`src/spc_map.svh`:
```
// Summary of operation
// - interrupt when enabled, done and global enable
// - nothing happens unless port enabled
// - bit order one sends LSB first
// - controller select one means controller mode
// - select low as input forces target, done
// - idle level sets clock idle and edges
// - control register eight bits, zero at reset
// - phase bit picks sample versus setup edge
// - controller divides system clock by rate bits
// - controller data write starts byte, done after eight
// - done cleared by vector or status-then-data
`ifndef SPC_MAP_SVH
`define SPC_MAP_SVH

// register offsets
`define SPC_OFS_CTRL      4'h0
`define SPC_OFS_STAT      4'h1
`define SPC_OFS_DATA      4'h2
`define SPC_OFS_MASK      4'h3
`define SPC_OFS_EVT       4'h4
`define SPC_OFS_CFG       4'h5

// control field positions
`define SPC_CTRL_IRQ_EN   7
`define SPC_CTRL_EN       6
`define SPC_CTRL_LSBF     5
`define SPC_CTRL_CTL      4
`define SPC_CTRL_CLK_IDLE_LEVEL     3
`define SPC_CTRL_CLK_PHASE_SEL     2
`define SPC_CTRL_RATE_HI  1
`define SPC_CTRL_RATE_LO  0

// status field positions
`define SPC_STAT_FLAG     7
`define SPC_STAT_WCOL     6
`define SPC_STAT_DBL      0

// event bits, config bit
`define SPC_EVT_DONE      0
`define SPC_EVT_FAULT     1
`define SPC_CFG_SS_IN     0

// reset values
`define SPC_CTRL_RST      8'h00
`define SPC_BYTE_RST      8'h00
`define SPC_SYNC_RST      4'h8

// half-period counts minus one, per divider (rate_double, rate bits)
`define SPC_HALF_DIV4     6'h01
`define SPC_HALF_DIV16    6'h07
`define SPC_HALF_DIV64    6'h1F
`define SPC_HALF_DIV128   6'h3F
`define SPC_HALF_DIV2     6'h00
`define SPC_HALF_DIV8     6'h03
`define SPC_HALF_DIV32    6'h0F

// clock edges per byte minus one
`define SPC_LAST_EDGE     4'hF

// pin index inside the synchroniser
`define SPC_PIN_SCK       0
`define SPC_PIN_MOSI      1
`define SPC_PIN_MISO      2
`define SPC_PIN_SS_N      3

`endif

```
`src/spc_pkg.sv`:
```
package spc_pkg;
    // controller clock generator state
    typedef enum logic [1:0] {
        SPC_IDLE = 2'b01,
        SPC_RUN  = 2'b10
    } spc_state_t;
endpackage

```
`src/spc_pins_if.sv`:
```
`timescale 1ns/1ns
interface spc_pins_if;
    logic [3:0] raw;    // pin levels straight from the pads
    logic [3:0] synced; // same levels after two flops
    modport sync (input raw, output synced);
    modport core (output raw, input synced);
endinterface

```
`src/spc_port.sv`:
```
`timescale 1ns/1ns
`include "spc_map.svh"
module spc_port (
    input  wire logic       ref_clk,
    input  wire logic       rst,
    input  wire logic [3:0] reg_addr,
    input  wire logic [7:0] reg_wdata,
    input  wire logic       reg_wr,
    input  wire logic       reg_rd,
    output logic      [7:0] reg_rdata,
    input  wire logic       global_irq_en,
    input  wire logic       vector_taken,
    output logic            irq,
    input  wire logic       sck_in,
    output logic            sck_out,
    output logic            sck_oe,
    input  wire logic       mosi_in,
    output logic            mosi_out,
    output logic            mosi_oe,
    input  wire logic       miso_in,
    output logic            miso_out,
    output logic            miso_oe,
    input  wire logic       ss_n_in
);
    spc_pins_if pins ();

    // pad levels into the synchroniser
    assign pins.raw = {ss_n_in, miso_in, mosi_in, sck_in};

    spc_sync u_sync (
        .ref_clk (ref_clk),
        .rst     (rst),
        .pins    (pins.sync)
    );

    // register state
    logic [7:0]              ctrl_q, ctrl_d;       // serial_port_control
    logic                    dbl_q, dbl_d;         // rate_double
    logic                    flag_q, flag_d;       // xfer_done_flag
    logic                    wcol_q, wcol_d;       // write collision flag
    logic                    arm_q, arm_d;         // status read with flag seen
    logic [7:0]              rx_buf_q, rx_buf_d;   // last received byte
    logic [1:0]              mask_q, mask_d;       // interrupt mask
    logic [1:0]              evt_q, evt_d;         // sticky events
    logic                    ss_in_q, ss_in_d;     // select pin is an input
    logic [7:0]              rdata_q, rdata_d;     // read answer
    logic                    irq_q, irq_d;         // interrupt level
    // shift engine state
    spc_pkg::spc_state_t     state_q, state_d;     // clock generator
    logic [5:0]              div_q, div_d;         // half-period counter
    logic                    sck_q, sck_d;         // driven serial clock
    logic                    sck_prev_q, sck_prev_d; // last synced clock level
    logic [3:0]              cnt_q, cnt_d;         // clock edges seen
    logic [7:0]              tx_q, tx_d;           // outgoing bits
    logic [7:0]              rx_q, rx_d;           // incoming bits
    logic                    out_q, out_d;         // bit on the data line
    logic [1:0]              smp_q, smp_d;         // controller sample strobe, delayed
    logic [1:0]              lst_q, lst_d;         // controller byte end, delayed

    // decoded control fields
    logic       en, ctl, lsbf, clk_idle_level, clk_phase_sel;
    logic [5:0] half_m1;       // selected half period minus one
    logic       sck_s, ss_s, in_bit;
    logic       tgt_active;    // target selected and enabled
    logic       tick, lead, trail, sample, setup, last;
    logic       busy, fault;
    logic       smp_eff, lst_eff; // sample and byte end as applied
    logic [7:0] rx_next;

    assign en    = ctrl_q[`SPC_CTRL_EN];
    assign ctl   = ctrl_q[`SPC_CTRL_CTL];
    assign lsbf  = ctrl_q[`SPC_CTRL_LSBF];
    assign clk_idle_level  = ctrl_q[`SPC_CTRL_CLK_IDLE_LEVEL];
    assign clk_phase_sel  = ctrl_q[`SPC_CTRL_CLK_PHASE_SEL];
    assign sck_s = pins.synced[`SPC_PIN_SCK];
    assign ss_s  = pins.synced[`SPC_PIN_SS_N];

    // divider choice per rate bits
    always_comb begin
        unique case ({dbl_q, ctrl_q[`SPC_CTRL_RATE_HI], ctrl_q[`SPC_CTRL_RATE_LO]})
            3'h0: half_m1 = `SPC_HALF_DIV4;
            3'h1: half_m1 = `SPC_HALF_DIV16;
            3'h2: half_m1 = `SPC_HALF_DIV64;
            3'h3: half_m1 = `SPC_HALF_DIV128;
            3'h4: half_m1 = `SPC_HALF_DIV2;
            3'h5: half_m1 = `SPC_HALF_DIV8;
            3'h6: half_m1 = `SPC_HALF_DIV32;
            3'h7: half_m1 = `SPC_HALF_DIV64;
        endcase
    end

    // edge events from the generator or from the incoming clock
    always_comb begin
        tgt_active = en & ~ctl & ~ss_s;
        tick       = (state_q == spc_pkg::SPC_RUN) && (div_q == half_m1);
        // leading edge leaves the idle level
        if (ctl) begin
            lead  = en & tick & (sck_q == clk_idle_level);
            trail = en & tick & (sck_q != clk_idle_level);
        end else begin
            lead  = tgt_active & (clk_idle_level ? (~sck_s & sck_prev_q) : (sck_s & ~sck_prev_q));
            trail = tgt_active & (clk_idle_level ? (sck_s & ~sck_prev_q) : (~sck_s & sck_prev_q));
        end
        sample = clk_phase_sel ? trail : lead;
        setup  = clk_phase_sel ? (lead & (cnt_q != 4'h0)) : trail;
        last   = trail & (cnt_q == `SPC_LAST_EDGE);
        // controller input lags two flops behind its own clock, so sample late
        smp_eff = ctl ? smp_q[1] : sample;
        lst_eff = ctl ? lst_q[1] : last;
        // controller reads miso, target reads mosi
        in_bit = ctl ? pins.synced[`SPC_PIN_MISO] : pins.synced[`SPC_PIN_MOSI];
        rx_next = lsbf ? {in_bit, rx_q[7:1]} : {rx_q[6:0], in_bit};
        busy    = (state_q == spc_pkg::SPC_RUN) | (tgt_active & (cnt_q != 4'h0)) | (|lst_q);
        fault   = en & ctl & ss_in_q & ~ss_s;
    end

    // next values of all registers
    always_comb begin
        ctrl_d     = ctrl_q;
        dbl_d      = dbl_q;
        flag_d     = flag_q;
        wcol_d     = wcol_q;
        arm_d      = arm_q;
        rx_buf_d   = rx_buf_q;
        mask_d     = mask_q;
        evt_d      = evt_q;
        ss_in_d    = ss_in_q;
        rdata_d    = 8'h00;
        state_d    = state_q;
        div_d      = div_q;
        sck_d      = sck_q;
        sck_prev_d = sck_s;
        cnt_d      = cnt_q;
        tx_d       = tx_q;
        rx_d       = rx_q;
        smp_d      = {smp_q[0], ctl & sample};
        lst_d      = {lst_q[0], ctl & last};

        // flag clears come first so a same-cycle set wins
        // vector taken clears the flag
        if (vector_taken) begin
            flag_d = 1'b0;
        end
        // status read arms, data access clears
        if ((reg_rd | reg_wr) && (reg_addr == `SPC_OFS_DATA) && arm_q) begin
            flag_d = 1'b0;
            wcol_d = 1'b0;
            arm_d  = 1'b0;
        end
        if (reg_rd && (reg_addr == `SPC_OFS_STAT) && (flag_q | wcol_q)) begin
            arm_d = 1'b1;
        end

        // register writes
        if (reg_wr) begin
            unique case (reg_addr)
                `SPC_OFS_CTRL: ctrl_d = reg_wdata;
                `SPC_OFS_STAT: dbl_d = reg_wdata[`SPC_STAT_DBL];
                `SPC_OFS_DATA: begin
                    if (busy) begin
                        // write during a byte is refused
                        wcol_d = 1'b1;
                    end else begin
                        tx_d = reg_wdata;
                        cnt_d = 4'h0;
                        if (en & ctl) begin
                            state_d = spc_pkg::SPC_RUN;
                            div_d   = 6'h00;
                        end
                    end
                end
                `SPC_OFS_MASK: mask_d = reg_wdata[1:0];
                `SPC_OFS_EVT:  evt_d = evt_q & ~reg_wdata[1:0];
                `SPC_OFS_CFG:  ss_in_d = reg_wdata[`SPC_CFG_SS_IN];
                default: begin
                    // unmapped write ignored
                end
            endcase
        end

        // register reads, answer in the next cycle
        if (reg_rd) begin
            unique case (reg_addr)
                `SPC_OFS_CTRL: rdata_d = ctrl_q;
                `SPC_OFS_STAT: rdata_d = {flag_q, wcol_q, 5'h00, dbl_q};
                `SPC_OFS_DATA: rdata_d = rx_buf_q;
                `SPC_OFS_MASK: rdata_d = {6'h00, mask_q};
                `SPC_OFS_EVT:  rdata_d = {6'h00, evt_q};
                `SPC_OFS_CFG:  rdata_d = {7'h00, ss_in_q};
                default:       rdata_d = 8'h00;
            endcase
        end

        // clock generator divider
        if (state_q == spc_pkg::SPC_RUN) begin
            div_d = tick ? 6'h00 : div_q + 6'h01;
            if (tick) begin
                sck_d = ~sck_q;
            end
        end

        // shift engine
        if (lead | trail) begin
            cnt_d = cnt_q + 4'h1;
        end
        if (smp_eff) begin
            rx_d = rx_next;
        end
        if (setup) begin
            tx_d = lsbf ? {1'b0, tx_q[7:1]} : {tx_q[6:0], 1'b0};
        end
        if (last) begin
            // clock stops at the sixteenth edge
            state_d  = spc_pkg::SPC_IDLE;
            cnt_d    = 4'h0;
        end
        if (lst_eff) begin
            rx_buf_d = smp_eff ? rx_next : rx_q;
            flag_d   = 1'b1;
            evt_d[`SPC_EVT_DONE] = 1'b1;
        end

        // deselected target holds counter in reset
        if (~ctl & ss_s) begin
            cnt_d = 4'h0;
            rx_d  = 8'h00;
        end

        if (fault) begin
            ctrl_d[`SPC_CTRL_CTL] = 1'b0;
            flag_d  = 1'b1;
            evt_d[`SPC_EVT_FAULT] = 1'b1;
            state_d = spc_pkg::SPC_IDLE;
            cnt_d   = 4'h0;
            smp_d   = 2'h0;
            lst_d   = 2'h0;
        end

        if (~en) begin
            state_d = spc_pkg::SPC_IDLE;
            cnt_d   = 4'h0;
            smp_d   = 2'h0;
            lst_d   = 2'h0;
        end
        if (state_d == spc_pkg::SPC_IDLE) begin
            sck_d = ctrl_d[`SPC_CTRL_CLK_IDLE_LEVEL];
        end

        // data line bit follows the shifter
        out_d = lsbf ? tx_d[0] : tx_d[7];

        irq_d = (ctrl_d[`SPC_CTRL_IRQ_EN] & flag_d & global_irq_en) | (|(evt_d & mask_d));
    end

    // register all state
    always_ff @(posedge ref_clk) begin
        if (rst) begin
            ctrl_q     <= `SPC_CTRL_RST;
            dbl_q      <= 1'b0;
            flag_q     <= 1'b0;
            wcol_q     <= 1'b0;
            arm_q      <= 1'b0;
            rx_buf_q   <= `SPC_BYTE_RST;
            mask_q     <= 2'h0;
            evt_q      <= 2'h0;
            ss_in_q    <= 1'b0;
            rdata_q    <= 8'h00;
            irq_q      <= 1'b0;
            state_q    <= spc_pkg::SPC_IDLE;
            div_q      <= 6'h00;
            sck_q      <= 1'b0;
            sck_prev_q <= 1'b0;
            cnt_q      <= 4'h0;
            tx_q       <= `SPC_BYTE_RST;
            rx_q       <= `SPC_BYTE_RST;
            out_q      <= 1'b0;
            smp_q      <= 2'h0;
            lst_q      <= 2'h0;
        end else begin
            ctrl_q     <= ctrl_d;
            dbl_q      <= dbl_d;
            flag_q     <= flag_d;
            wcol_q     <= wcol_d;
            arm_q      <= arm_d;
            rx_buf_q   <= rx_buf_d;
            mask_q     <= mask_d;
            evt_q      <= evt_d;
            ss_in_q    <= ss_in_d;
            rdata_q    <= rdata_d;
            irq_q      <= irq_d;
            state_q    <= state_d;
            div_q      <= div_d;
            sck_q      <= sck_d;
            sck_prev_q <= sck_prev_d;
            cnt_q      <= cnt_d;
            tx_q       <= tx_d;
            rx_q       <= rx_d;
            out_q      <= out_d;
            smp_q      <= smp_d;
            lst_q      <= lst_d;
        end
    end

    // pin drivers
    assign reg_rdata = rdata_q;
    assign irq       = irq_q;
    assign sck_out   = sck_q;
    assign mosi_out  = out_q;
    assign miso_out  = out_q;
    assign sck_oe    = en & ctl;
    assign mosi_oe   = en & ctl;
    assign miso_oe   = tgt_active;
endmodule

```
`src/spc_sync.sv`:
```
`timescale 1ns/1ns
`include "spc_map.svh"
module spc_sync (
    input  wire logic ref_clk,
    input  wire logic rst,
    spc_pins_if.sync  pins
);
    logic [3:0] meta_q;   // first stage, read only by second stage
    logic [3:0] meta_d;
    logic [3:0] stab_q;   // second stage, safe for logic
    logic [3:0] stab_d;

    assign pins.synced = stab_q;

    // one two-flop chain per pin
    genvar i;
    generate
        for (i = 0; i < 4; i = i + 1) begin : g_bit
            always_comb begin
                meta_d[i] = pins.raw[i];
                stab_d[i] = meta_q[i];
            end
            always_ff @(posedge ref_clk) begin
                if (rst) begin
                    meta_q[i] <= 1'(`SPC_SYNC_RST >> i);
                    stab_q[i] <= 1'(`SPC_SYNC_RST >> i);
                end else begin
                    meta_q[i] <= meta_d[i];
                    stab_q[i] <= stab_d[i];
                end
            end
        end
    endgenerate
endmodule

```
`config.mk`:
```
export PLATFORM = sky130hd
export DESIGN_NAME = spc_port
export DESIGN_NICKNAME = d
export VERILOG_FILES = /design/src/spc_pkg.sv /design/src/spc_pins_if.sv /design/src/spc_port.sv /design/src/spc_sync.sv
export VERILOG_INCLUDE_DIRS = /design/src
export SDC_FILE = /design/constraint.sdc
export NUM_CORES = 1
export LEC_CHECK = 0
export BUFFER_PORTS_ARGS = -buffer_cell sky130_fd_sc_hd__buf_2
export CELL_PAD_IN_SITES_DETAIL_PLACEMENT = 1
export CELL_PAD_IN_SITES_GLOBAL_PLACEMENT = 2
export CORE_MARGIN = 2
export CORE_UTILIZATION = 36
export CTS_CLUSTER_SIZE = 16
export DETAILED_ROUTE_END_ITERATION = 10
export PLACE_DENSITY = 0.88
export SKIP_CTS_REPAIR_TIMING = 1
export SYNTH_ARGS = -nofsm -noshare
export SYNTH_HDL_FRONTEND = slang
export SYNTH_SLANG_ARGS = --single-unit
export TNS_END_PERCENT = 100
```
`constraint.sdc`:
```
create_clock -name ref_clk -period 2.82 [get_ports ref_clk]
set_clock_uncertainty 0.05 [all_clocks]
set_input_delay 0.564 -clock ref_clk [delete_from_list [all_inputs] [get_ports ref_clk]]
set_output_delay 0.564 -clock ref_clk [all_outputs]
set_load 0.01 [all_outputs]
```
-- Yosys cells after proc, flatten, opt, wreduce, memory -nomap -nowiden
Memories as Yosys holds them, arrays and structs flattened.
Cells that the tools add are included.
- reductions and logical operators: 31
- bitwise gates (word level): 36
- $add $sub $neg: 2
- muxes and demuxes: 56
- equal/unequal tests: 14
- operators by type and width (cell ; number):
    $mux 8 ; 9
    $pmux 8 s6 ; 1
    $mux 6 ; 6
    $mux 1 ; 25
    $mux 2 ; 11
    $and 1x1->1 ; 20
    $reduce_bool 2->1 ; 10
    $mux 4 ; 4
    $reduce_or 2->1 ; 5
    $eq 4x2->1 const B ; 2
    $eq 4x3->1 const B ; 2
    $reduce_and 2->1 ; 4
    $not 1->1 ; 7
    $add 6x1->6 const B ; 1
    $eq 6x6->1 ; 1
    $or 1x1->1 ; 6
    $reduce_and 3->1 ; 2
    $logic_and 1x1->1 ; 5
    $reduce_or 5->1 ; 1
    $add 4x1->4 const B ; 1
    $and 2x2->2 ; 2
    $eq 4x1->1 const B ; 1
    $eq 4x4->1 const B ; 1
    $logic_not 4->1 ; 1
    other kinds (10) ; 11
- ROM bits: 48
- memories kept: 1
- output and inout bits: 15
- input port bits: 22
- flip-flop bits (word level): 77
- memory list (name ; words ; bits a word ; rd ports ; clocked after Yosys merged registers in ; wr ports ; line ; text):
    (no name shown) ; 8 ; 6 ; 1 ; 0 ; 0 ; spc_port.sv:80 ; unique case ({dbl_q, ctrl_q[`SPC_CTRL_RATE_HI], ctrl_q[`SPC_CTRL_RATE_LO]})

-- Depth between registers and ports, before layout
Gate-level depths: netlist of the first run.
- depth after elaboration: 15
- gate-level depth with buffers: 9
- mapped depth without buffers: 9

-- Modules after synthesis
From an unflattened synthesis of the first run, not the netlist that was laid out.
- cells, all modules: 403
- area, all modules: 3713.6 um2
- modules (own cells, without submodules) (module ; instances ; area an instance (um2) ; cells each ; seq. area each (um2)):
    spc_port ; 1 ; 3503.4 ; 387 ; 1381.3
    spc_sync ; 1 ; 210.2 ; 16 ; 160.2

-- Worst setup path before layout of the first run
OpenSTA, ideal clock, no wires.
- path kind: register to register
- start: register cnt_q[0]
- end: register tx_q[1]
- path buffers: 1
- cell stages (with the launch flop): 10
- slack: 415 ps
- period minus slack after synthesis: 2405 ps
- arrival time: 2235 ps
- data required time: 2649 ps
- path through: dfxtp_1 > inv_1 > ha_1 > or3b_1 > a2111o_1 > nor2_2 > buf_2 > mux2i_1 > nor2_1 > mux2_2
- longest elaborated chain between the ends: 6
- ends and longest elaborated chain (element ; line ; text):
    start, declared ; spc_port.sv:53 ; logic [3:0] cnt_q, cnt_d;
    start signal, assigned ; spc_port.sv:295 ; cnt_q <= cnt_d;
    $reduce_bool 4->1 (*) ; spc_port.sv:105, spc_port.sv:113 ;
    $and 1x1->1 ; spc_port.sv:113 ; busy = (state_q == spc_pkg::SPC_RUN) | (tgt_active & (cnt_q != 4'h0)) | (|lst_q);
    $or 1x1->1 (2 in a row) ; spc_port.sv:113 ;
    $ne 2x2->1 (no source line) ; n/a ;
    $reduce_and 3->1 (no source line) ; n/a ;
    end signal, assigned ; spc_port.sv:274 ; tx_q <= `SPC_BYTE_RST;
    end signal, assigned ; spc_port.sv:296 ; tx_q <= tx_d;
    end, declared ; spc_port.sv:54 ; logic [7:0] tx_q, tx_d;
Mark *: on every way between the ends. The rest lies on a longest branch, timed or not.
A chain may end at the register's enable or synchronous reset.

-- Worst setup path in the final report of the first run
- start: register cnt_q[0]
- end: register sck_q (netlist: sck_out)
- longest elaborated chain between the ends: 13
- ends and longest elaborated chain (element ; line ; text):
    $reduce_bool 4->1 ; spc_port.sv:113 ;
    $and 1x1->1 ; spc_port.sv:113 ;
    $or 1x1->1 (2 in a row) ; spc_port.sv:113 ;
    $mux 2 ; spc_port.sv:160 ; if (busy) begin
    $mux 2 ; spc_port.sv:156 ; unique case (reg_addr)
    $mux 2 ; spc_port.sv:155 ; if (reg_wr) begin
    $mux 2 (*) ; spc_port.sv:212 ; if (last) begin
    $mux 2 (*) ; spc_port.sv:229 ; if (fault) begin
    $mux 2 (*) ; spc_port.sv:239 ; if (~en) begin
    $eq 2x1->1 (*) ; spc_port.sv:245 ; if (state_d == spc_pkg::SPC_IDLE) begin
    $reduce_bool 2->1 (no source line) ; n/a ;
    $reduce_and 2->1 (no source line) ; n/a ;
    end signal, assigned ; spc_port.sv:293 ; sck_q <= sck_d;
    end, declared ; spc_port.sv:51 ; logic sck_q, sck_d;
Marks and branches as above.

==> results of run 1 <==
-- cells in the mapped netlist, types with 3 or more instances --
cell type,n,share of area
and2_1,5,0.0084
a311oi_1,5,0.012
or2_2,3,0.0050
ha_1,3,0.010
and3_1,3,0.0050
nand3_1,10,0.013
nor2b_1,14,0.024
nor3_1,6,0.0081
o31a_1,3,0.0071
mux2_2,10,0.030
o211ai_1,3,0.0060
buf_2,3,0.0040
mux2i_1,53,0.14
nand2_1,20,0.020
o21ai_0,9,0.012
a21oi_1,18,0.024
nand4_1,5,0.0084
nor3b_1,3,0.0060
clkbuf_1,17,0.017
nor2_1,73,0.074
dfxtp_1,77,0.41
nand2b_1,14,0.024
inv_1,11,0.011
a41oi_1,3,0.0071
xnor2_1,3,0.0071
-- power by group through the flow --
stage / Clock [uW] / Combinational, uW / Sequential (uW)
after floorplan: 0 / 58.8 / 1130
after global placement: 0 / 101 / 1130
after detailed placement: 0 / 103 / 1130
after CTS: 1060 / 104 / 1100
after global routing: 1110 / 114 / 1110
final: 1040 / 103 / 1100
-- flip-flops by register name (all words and copies together), names as in the netlist, 4 cells and up --
register,flops
cnt_q,4
ctrl_q,8
div_q,6
reg_rdata,8
rx_buf_q,8
rx_q,8
tx_q,8
u_sync.meta_q,4
u_sync.pins.synced,4
-- worst max-delay path, delay by kind of cell (launching register included) --
| family | cells | cell delay (ns) |
|---|---|---|
| mux | 1 | 0.29 |
| flops | 1 | 0.34 |
| compound gates | 3 | 0.67 |
| buf+inv | 2 | 0.27 |
| fa+ha+maj | 1 | 0.14 |
| simple gates | 3 | 0.73 |
-- kinds of logic (layout without fill, tap and decap cells) --
group                    count (synthesis)  in the layout  share of synthesized area
XOR/XNOR                                 4              4                    0.00940
AND/OR/NAND/NOR                        163            163                      0.210
flip-flops                              77             77                      0.414
AO/OA/AOI/OAI                           66             66                      0.134
buffers and inverters                   35             83                     0.0383
multiplexers                            66             66                      0.185
adder cells (fa/ha/maj)                  3              3                     0.0101
-- cell type report --
class                   count  area [um2]
inverters                  11        41.3
clock inverters             7         123
clock buffers               9         124
fillers                  1252        5800
well taps                 136         170
flip-flops and latches     77        1540
multi-input cells         302        2050
repair buffers             56         343
-- path summary, 6_finish.rpt --
kind                           endpoint  slack (ns)
hold / removal         u_sync.meta_q[3]        0.34
setup / recovery                sck_out        0.22
hold reg to reg   u_sync.pins.synced[3]        0.36
setup reg to reg                sck_out        0.22
-- stage by stage --
stage | utilization | hold WS, ns
after floorplan | - | 0.339
after global placement | 0.404 | 0.345
after detailed placement | 0.404 | 0.347
after CTS | 0.428 | 0.323
after global routing | 0.431 | 0.334
final | 0.431 | 0.336
-- metal layers --
metal	GRT usage	vias to the layer above	wire length [um]
li1	-	1539	-
met1	0.236	1488	4600
met2	0.319	40	4770
met3	0.0315	13	222
met4	0.0658	0	144
met5	0	-	0
==> impl_results.md, run 1 <==
- Commonest non-fill, non-tap cells in the layout: dfxtp_1, nor2_1, mux2i_1
- Tcrit/Tclk final: 0.922
- Vias in the first global route: 3295
- Hold WC Path Type: in -> reg
- Mean Syn Cell Area: 9.00 um2
- Area Overhead vs Synth: 17.8%
- Worst-Skew Late Latency: 0.37 ns
- Post-DR wirelength/cell: 16.3 um
- Slowest Stage Delay on Critical Path: 0.49 ns
- Setup crit end kind: flip-flop
- Core Region: 0.0102 mm2
- First-pass GRT wire length: 16500 um
- Cts bufs inserted: 9
- # diodes: 0
- Initial DRT Pass Iterations: 5
- Synthesized flop and latch total: 77
- Inst Count DP: 580
- Final hold vios: 0
- CP Launch Point: cnt_q[0]
- Reg2Reg Depth: 10
- Critical path's slowest cell: a2111o_1
- # Max-Cap Violations: 0
- Actual slew at the worst max-slew pin: 0.640 ns
- Main synth FF type: dfxtp_1
- Final Cell Area: 0.00439 mm2
- Reg clk slew, reported paths: 0.08 ns
- CP cell instances: inv_1, ha_1, or3b_1, a2111o_1, nor2_4, buf_4, a21oi_1, nand2_1, o211ai_1, mux2_2
- I/O pin count: 37
- Clock tree root buffer cell: clkbuf_8
- Clock buffer depth: 2
- Area after DPL: 0.00411 mm2
- Hold Path Depth: 2
- Layout cells sized above 1: 0.197
- Vias/cell: 5.15
- Share of total power in the clock network: 0.463
- Sequential-to-total area share from yosys stat: 0.414
- Synthesized area: 0.00373 mm2
- Pre-CTS setup slack: 0.151 ns
- Tot GR Track Use: 0.186
- Reg-to-reg startpoint: cnt_q[0]
- Initial Utilization: 0.366
- Async set-reset flop share out of synthesis: 0
- Setup ws final: 0.221 ns
- # DRC: 0
- Die ar.: 0.0112 mm2
- Tot Pwr: 2250 uW
- Sinks on the clock net: 77
- Max VDD drop: 0.000272 V
- Max Clock Freq: 385 MHz
- Die X: 106 um
- Die Height: 106 um
- Pwr Density: 512 mW/mm2
- Non-Filler Instances: 598
- Slew Viols, Final: 0
- Via count: 3080
- Number of cell rows: 37
- Crit path max fanout: 7
- First DRT Iteration DRCs: 91
- GRT Residual Overflow: 0
- Pleak: 0.00166 uW
- Psw: 516 uW
- Nets: 482
- Sequential power share: 0.491
- RSZ-0062 raised after global routing: false
- EDFF count, synth: 0
- H-tree depth: 3
- Crit Path Category: reg -> reg
- Yosys Warn Count: 0
- Worst Setup Start Kind: flip-flop
- Synthesized instance count: 414
- Setup TNS: 0 ns
- Internal: 1730 uW
- Final Setup Violations: 0
- Placer Congestion: 0.791
- Sw Ratio: 0.230
- Status: finished clean
- Initial antenna violation count: 0
- Total wire length: 9740 um
- Critical Path RT: 3.02 ns
- Slew headroom: 0.570
- IO Port Bufs: 36
- Logic pwr share: 0.046
- CTS tree: yes
- Largest net degree at the start of global routing: 35
- Final min period: 2.60 ns
- Post-DP HPWL: 7120 um
- Antenna-violating nets left: 0
- WP data arrival: 2.80 ns
- Commonest non-fill, non-tap cell in the layout: dfxtp_1
- Origin of the worst min-delay path: ss_n_in
- Mapped Nets: 439
- Netlist cell types: 55
Power figures use the tool's default switching activity.
==> run 2, diff against run 1 <==
--- a/config.mk
+++ b/config.mk
@@ -9,6 +9,7 @@
 export BUFFER_PORTS_ARGS = -buffer_cell sky130_fd_sc_hd__buf_2
 export CELL_PAD_IN_SITES_DETAIL_PLACEMENT = 1
 export CELL_PAD_IN_SITES_GLOBAL_PLACEMENT = 2
+export CORE_ASPECT_RATIO = 1.25
 export CORE_MARGIN = 2
 export CORE_UTILIZATION = 36
 export CTS_CLUSTER_SIZE = 16
==> run 2 against run 1 <==
  * Critical path depth shrank 2
  * Cell area rose by 1.5%
  * Via count increased by 0.52%
  * Sequential power barely moved
  * Sequential cell count unchanged
  * Clock-buffer cell count rose by 4
  * Critical endpoint is now tx_q[6]
==> impl_results.md, run 2 (synthesized netlist as in run 1, its figures left out) <==
- Status: finished clean
- Initial antenna violation count: 0
- Sinks on the clock net: 77
- Initial DRT Pass Iterations: 4
- Final core occ: 0.441
- Die ar.: 0.0112 mm2
- Crit Path Category: reg -> reg
- Cts bufs inserted: 9
- Actual slew at the worst max-slew pin: 0.638 ns
- Internal reg-to-reg setup slack: 0.20 ns
- Max Clock Freq: 382 MHz
- Setup crit end: tx_q[6]
- FF-to-FF End: tx_q[6]
- First DRT Iteration DRCs: 115
- CP Launch Point: ctrl_q[0]
- Pleak: 0.00169 uW
- Critical Path RT: 3.00 ns
- # diodes: 0
- Worst-Skew Late Latency: 0.34 ns
- Vias/cell: 5.26
- Total wire length: 9720 um
- # Max-Cap Violations: 0
- I/O pin count: 37
- Hold WC Path Type: reg -> reg
- Vias in the first global route: 3111
- Clock tree root buffer cell: clkbuf_16
- First-pass GRT wire length: 15900 um
- Final hold vios: 0
- Final min period: 2.62 ns
- Post-DP HPWL: 7190 um
- FILL cells: 1178
- Reg2Reg Depth: 8
- Reg-to-reg startpoint: ctrl_q[0]
- Setup TNS: 0 ns
- GRT Residual Overflow: 0
- Post-DR wirelength/cell: 16.5 um
- Die X: 95.0 um
- # DRC: 0
- Tot Pwr: 2490 uW
- Worst Setup Start Kind: flip-flop
- Pwr Density: 559 mW/mm2
- Commonest non-fill, non-tap cells in the layout: dfxtp_1, nor2_1, mux2i_1
- Area Overhead vs Synth: 19.5%
- Via count: 3096
- Core Region: 0.0101 mm2
- Layout cells sized above 1: 0.189
- H-tree depth: 3
- Nets: 480
- Setup crit end kind: flip-flop
- Initial Utilization: 0.369
- Number of cell rows: 41
- Commonest non-fill, non-tap cell in the layout: dfxtp_1
- Slew headroom: 0.575
- Tcrit/Tclk final: 0.928
- Final Setup Violations: 0
- Clock buffer depth: 2
- RSZ-0062 raised after global routing: false
- Placer Congestion: 0.813
- IO Port Bufs: 36
- CTS tree: yes
- Max VDD drop: 0.000292 V
- Reg clk slew, reported paths: 0.06 ns
- Crit path max fanout: 9
- Die Height: 118 um
- Slew Viols, Final: 0
- Antenna-violating nets left: 0
- Tot GR Track Use: 0.186
- WP data arrival: 2.80 ns
- Largest net degree at the start of global routing: 37
==> run 2: layout make-up <==
| type | instances | area (um2) | share of cell area |
|---|---|---|---|
| Timing Repair Buffer | 54 | 340 | 0.0764 |
| Multi-Input combinational cell | 302 | 2040 | 0.458 |
| Clock buffer | 13 | 260 | 0.0584 |
| Inverter | 11 | 41.3 | 0.00927 |
| Clock inverter | 3 | 67.6 | 0.0152 |
| Tap cell | 129 | 161 | 0.0362 |
| Sequential cell | 77 | 1540 | 0.346 |
==> run 2: critical path: stages, from the launching register on <==
cell and delay (ns):
dfxtp_1 0.45, nand2b_1 0.13, o32a_1 0.29, a21oi_1 0.28
o211ai_4 0.17, o31a_1 0.42, o22ai_4 0.22, buf_12 0.15
mux2_2 0.33
==> run 2: routing by layer <==
metal / share of wire / up-vias / track usage
met5: 0 / - / 0
met4: 0.026 / 0 / 0.0897
met3: 0.031 / 16 / 0.0371
met2: 0.50 / 45 / 0.310
met1: 0.44 / 1496 / 0.227
li1: - / 1539 / -
==> run 2: how the worst min path moves through the flow <==
stage / slack, ns / depth (start not counted) / end / startpoint
after floorplan: 0.34 / 1 / u_sync.pins.synced[3] / u_sync.meta_q[3]
after global placement: 0.36 / 1 / u_sync.pins.synced[3] / u_sync.meta_q[3]
after detailed placement: 0.35 / 1 / u_sync.pins.synced[3] / u_sync.meta_q[3]
after CTS: 0.36 / 2 / u_sync.meta_q[3] / ss_n_in
after global routing: 0.37 / 2 / u_sync.meta_q[3] / ss_n_in
final: 0.36 / 1 / u_sync.pins.synced[3] / u_sync.meta_q[3]
==> run 2: metrics by stage <==
step | std cells | setup WS [ns] | cell area [um2] | hold WS (ns)
5_1_grt | 589 | 0.0274 | 4450 | 0.367
6_report | 589 | 0.203 | 4450 | 0.365
3_3_place_gp | 572 | 0.280 | 4110 | 0.360
4_1_cts | 588 | 0.174 | 4430 | 0.357
2_1_floorplan | 414 | 0.415 | 3730 | 0.339
3_5_place_dp | 572 | 0.197 | 4110 | 0.349
==> run 2: where the power goes <==
part           internal, uW  switching (uW)  leakage (uW)
clock                   824             458      0.000156
combinational          41.8            60.0      0.000912
sequential             1100            7.64      0.000622
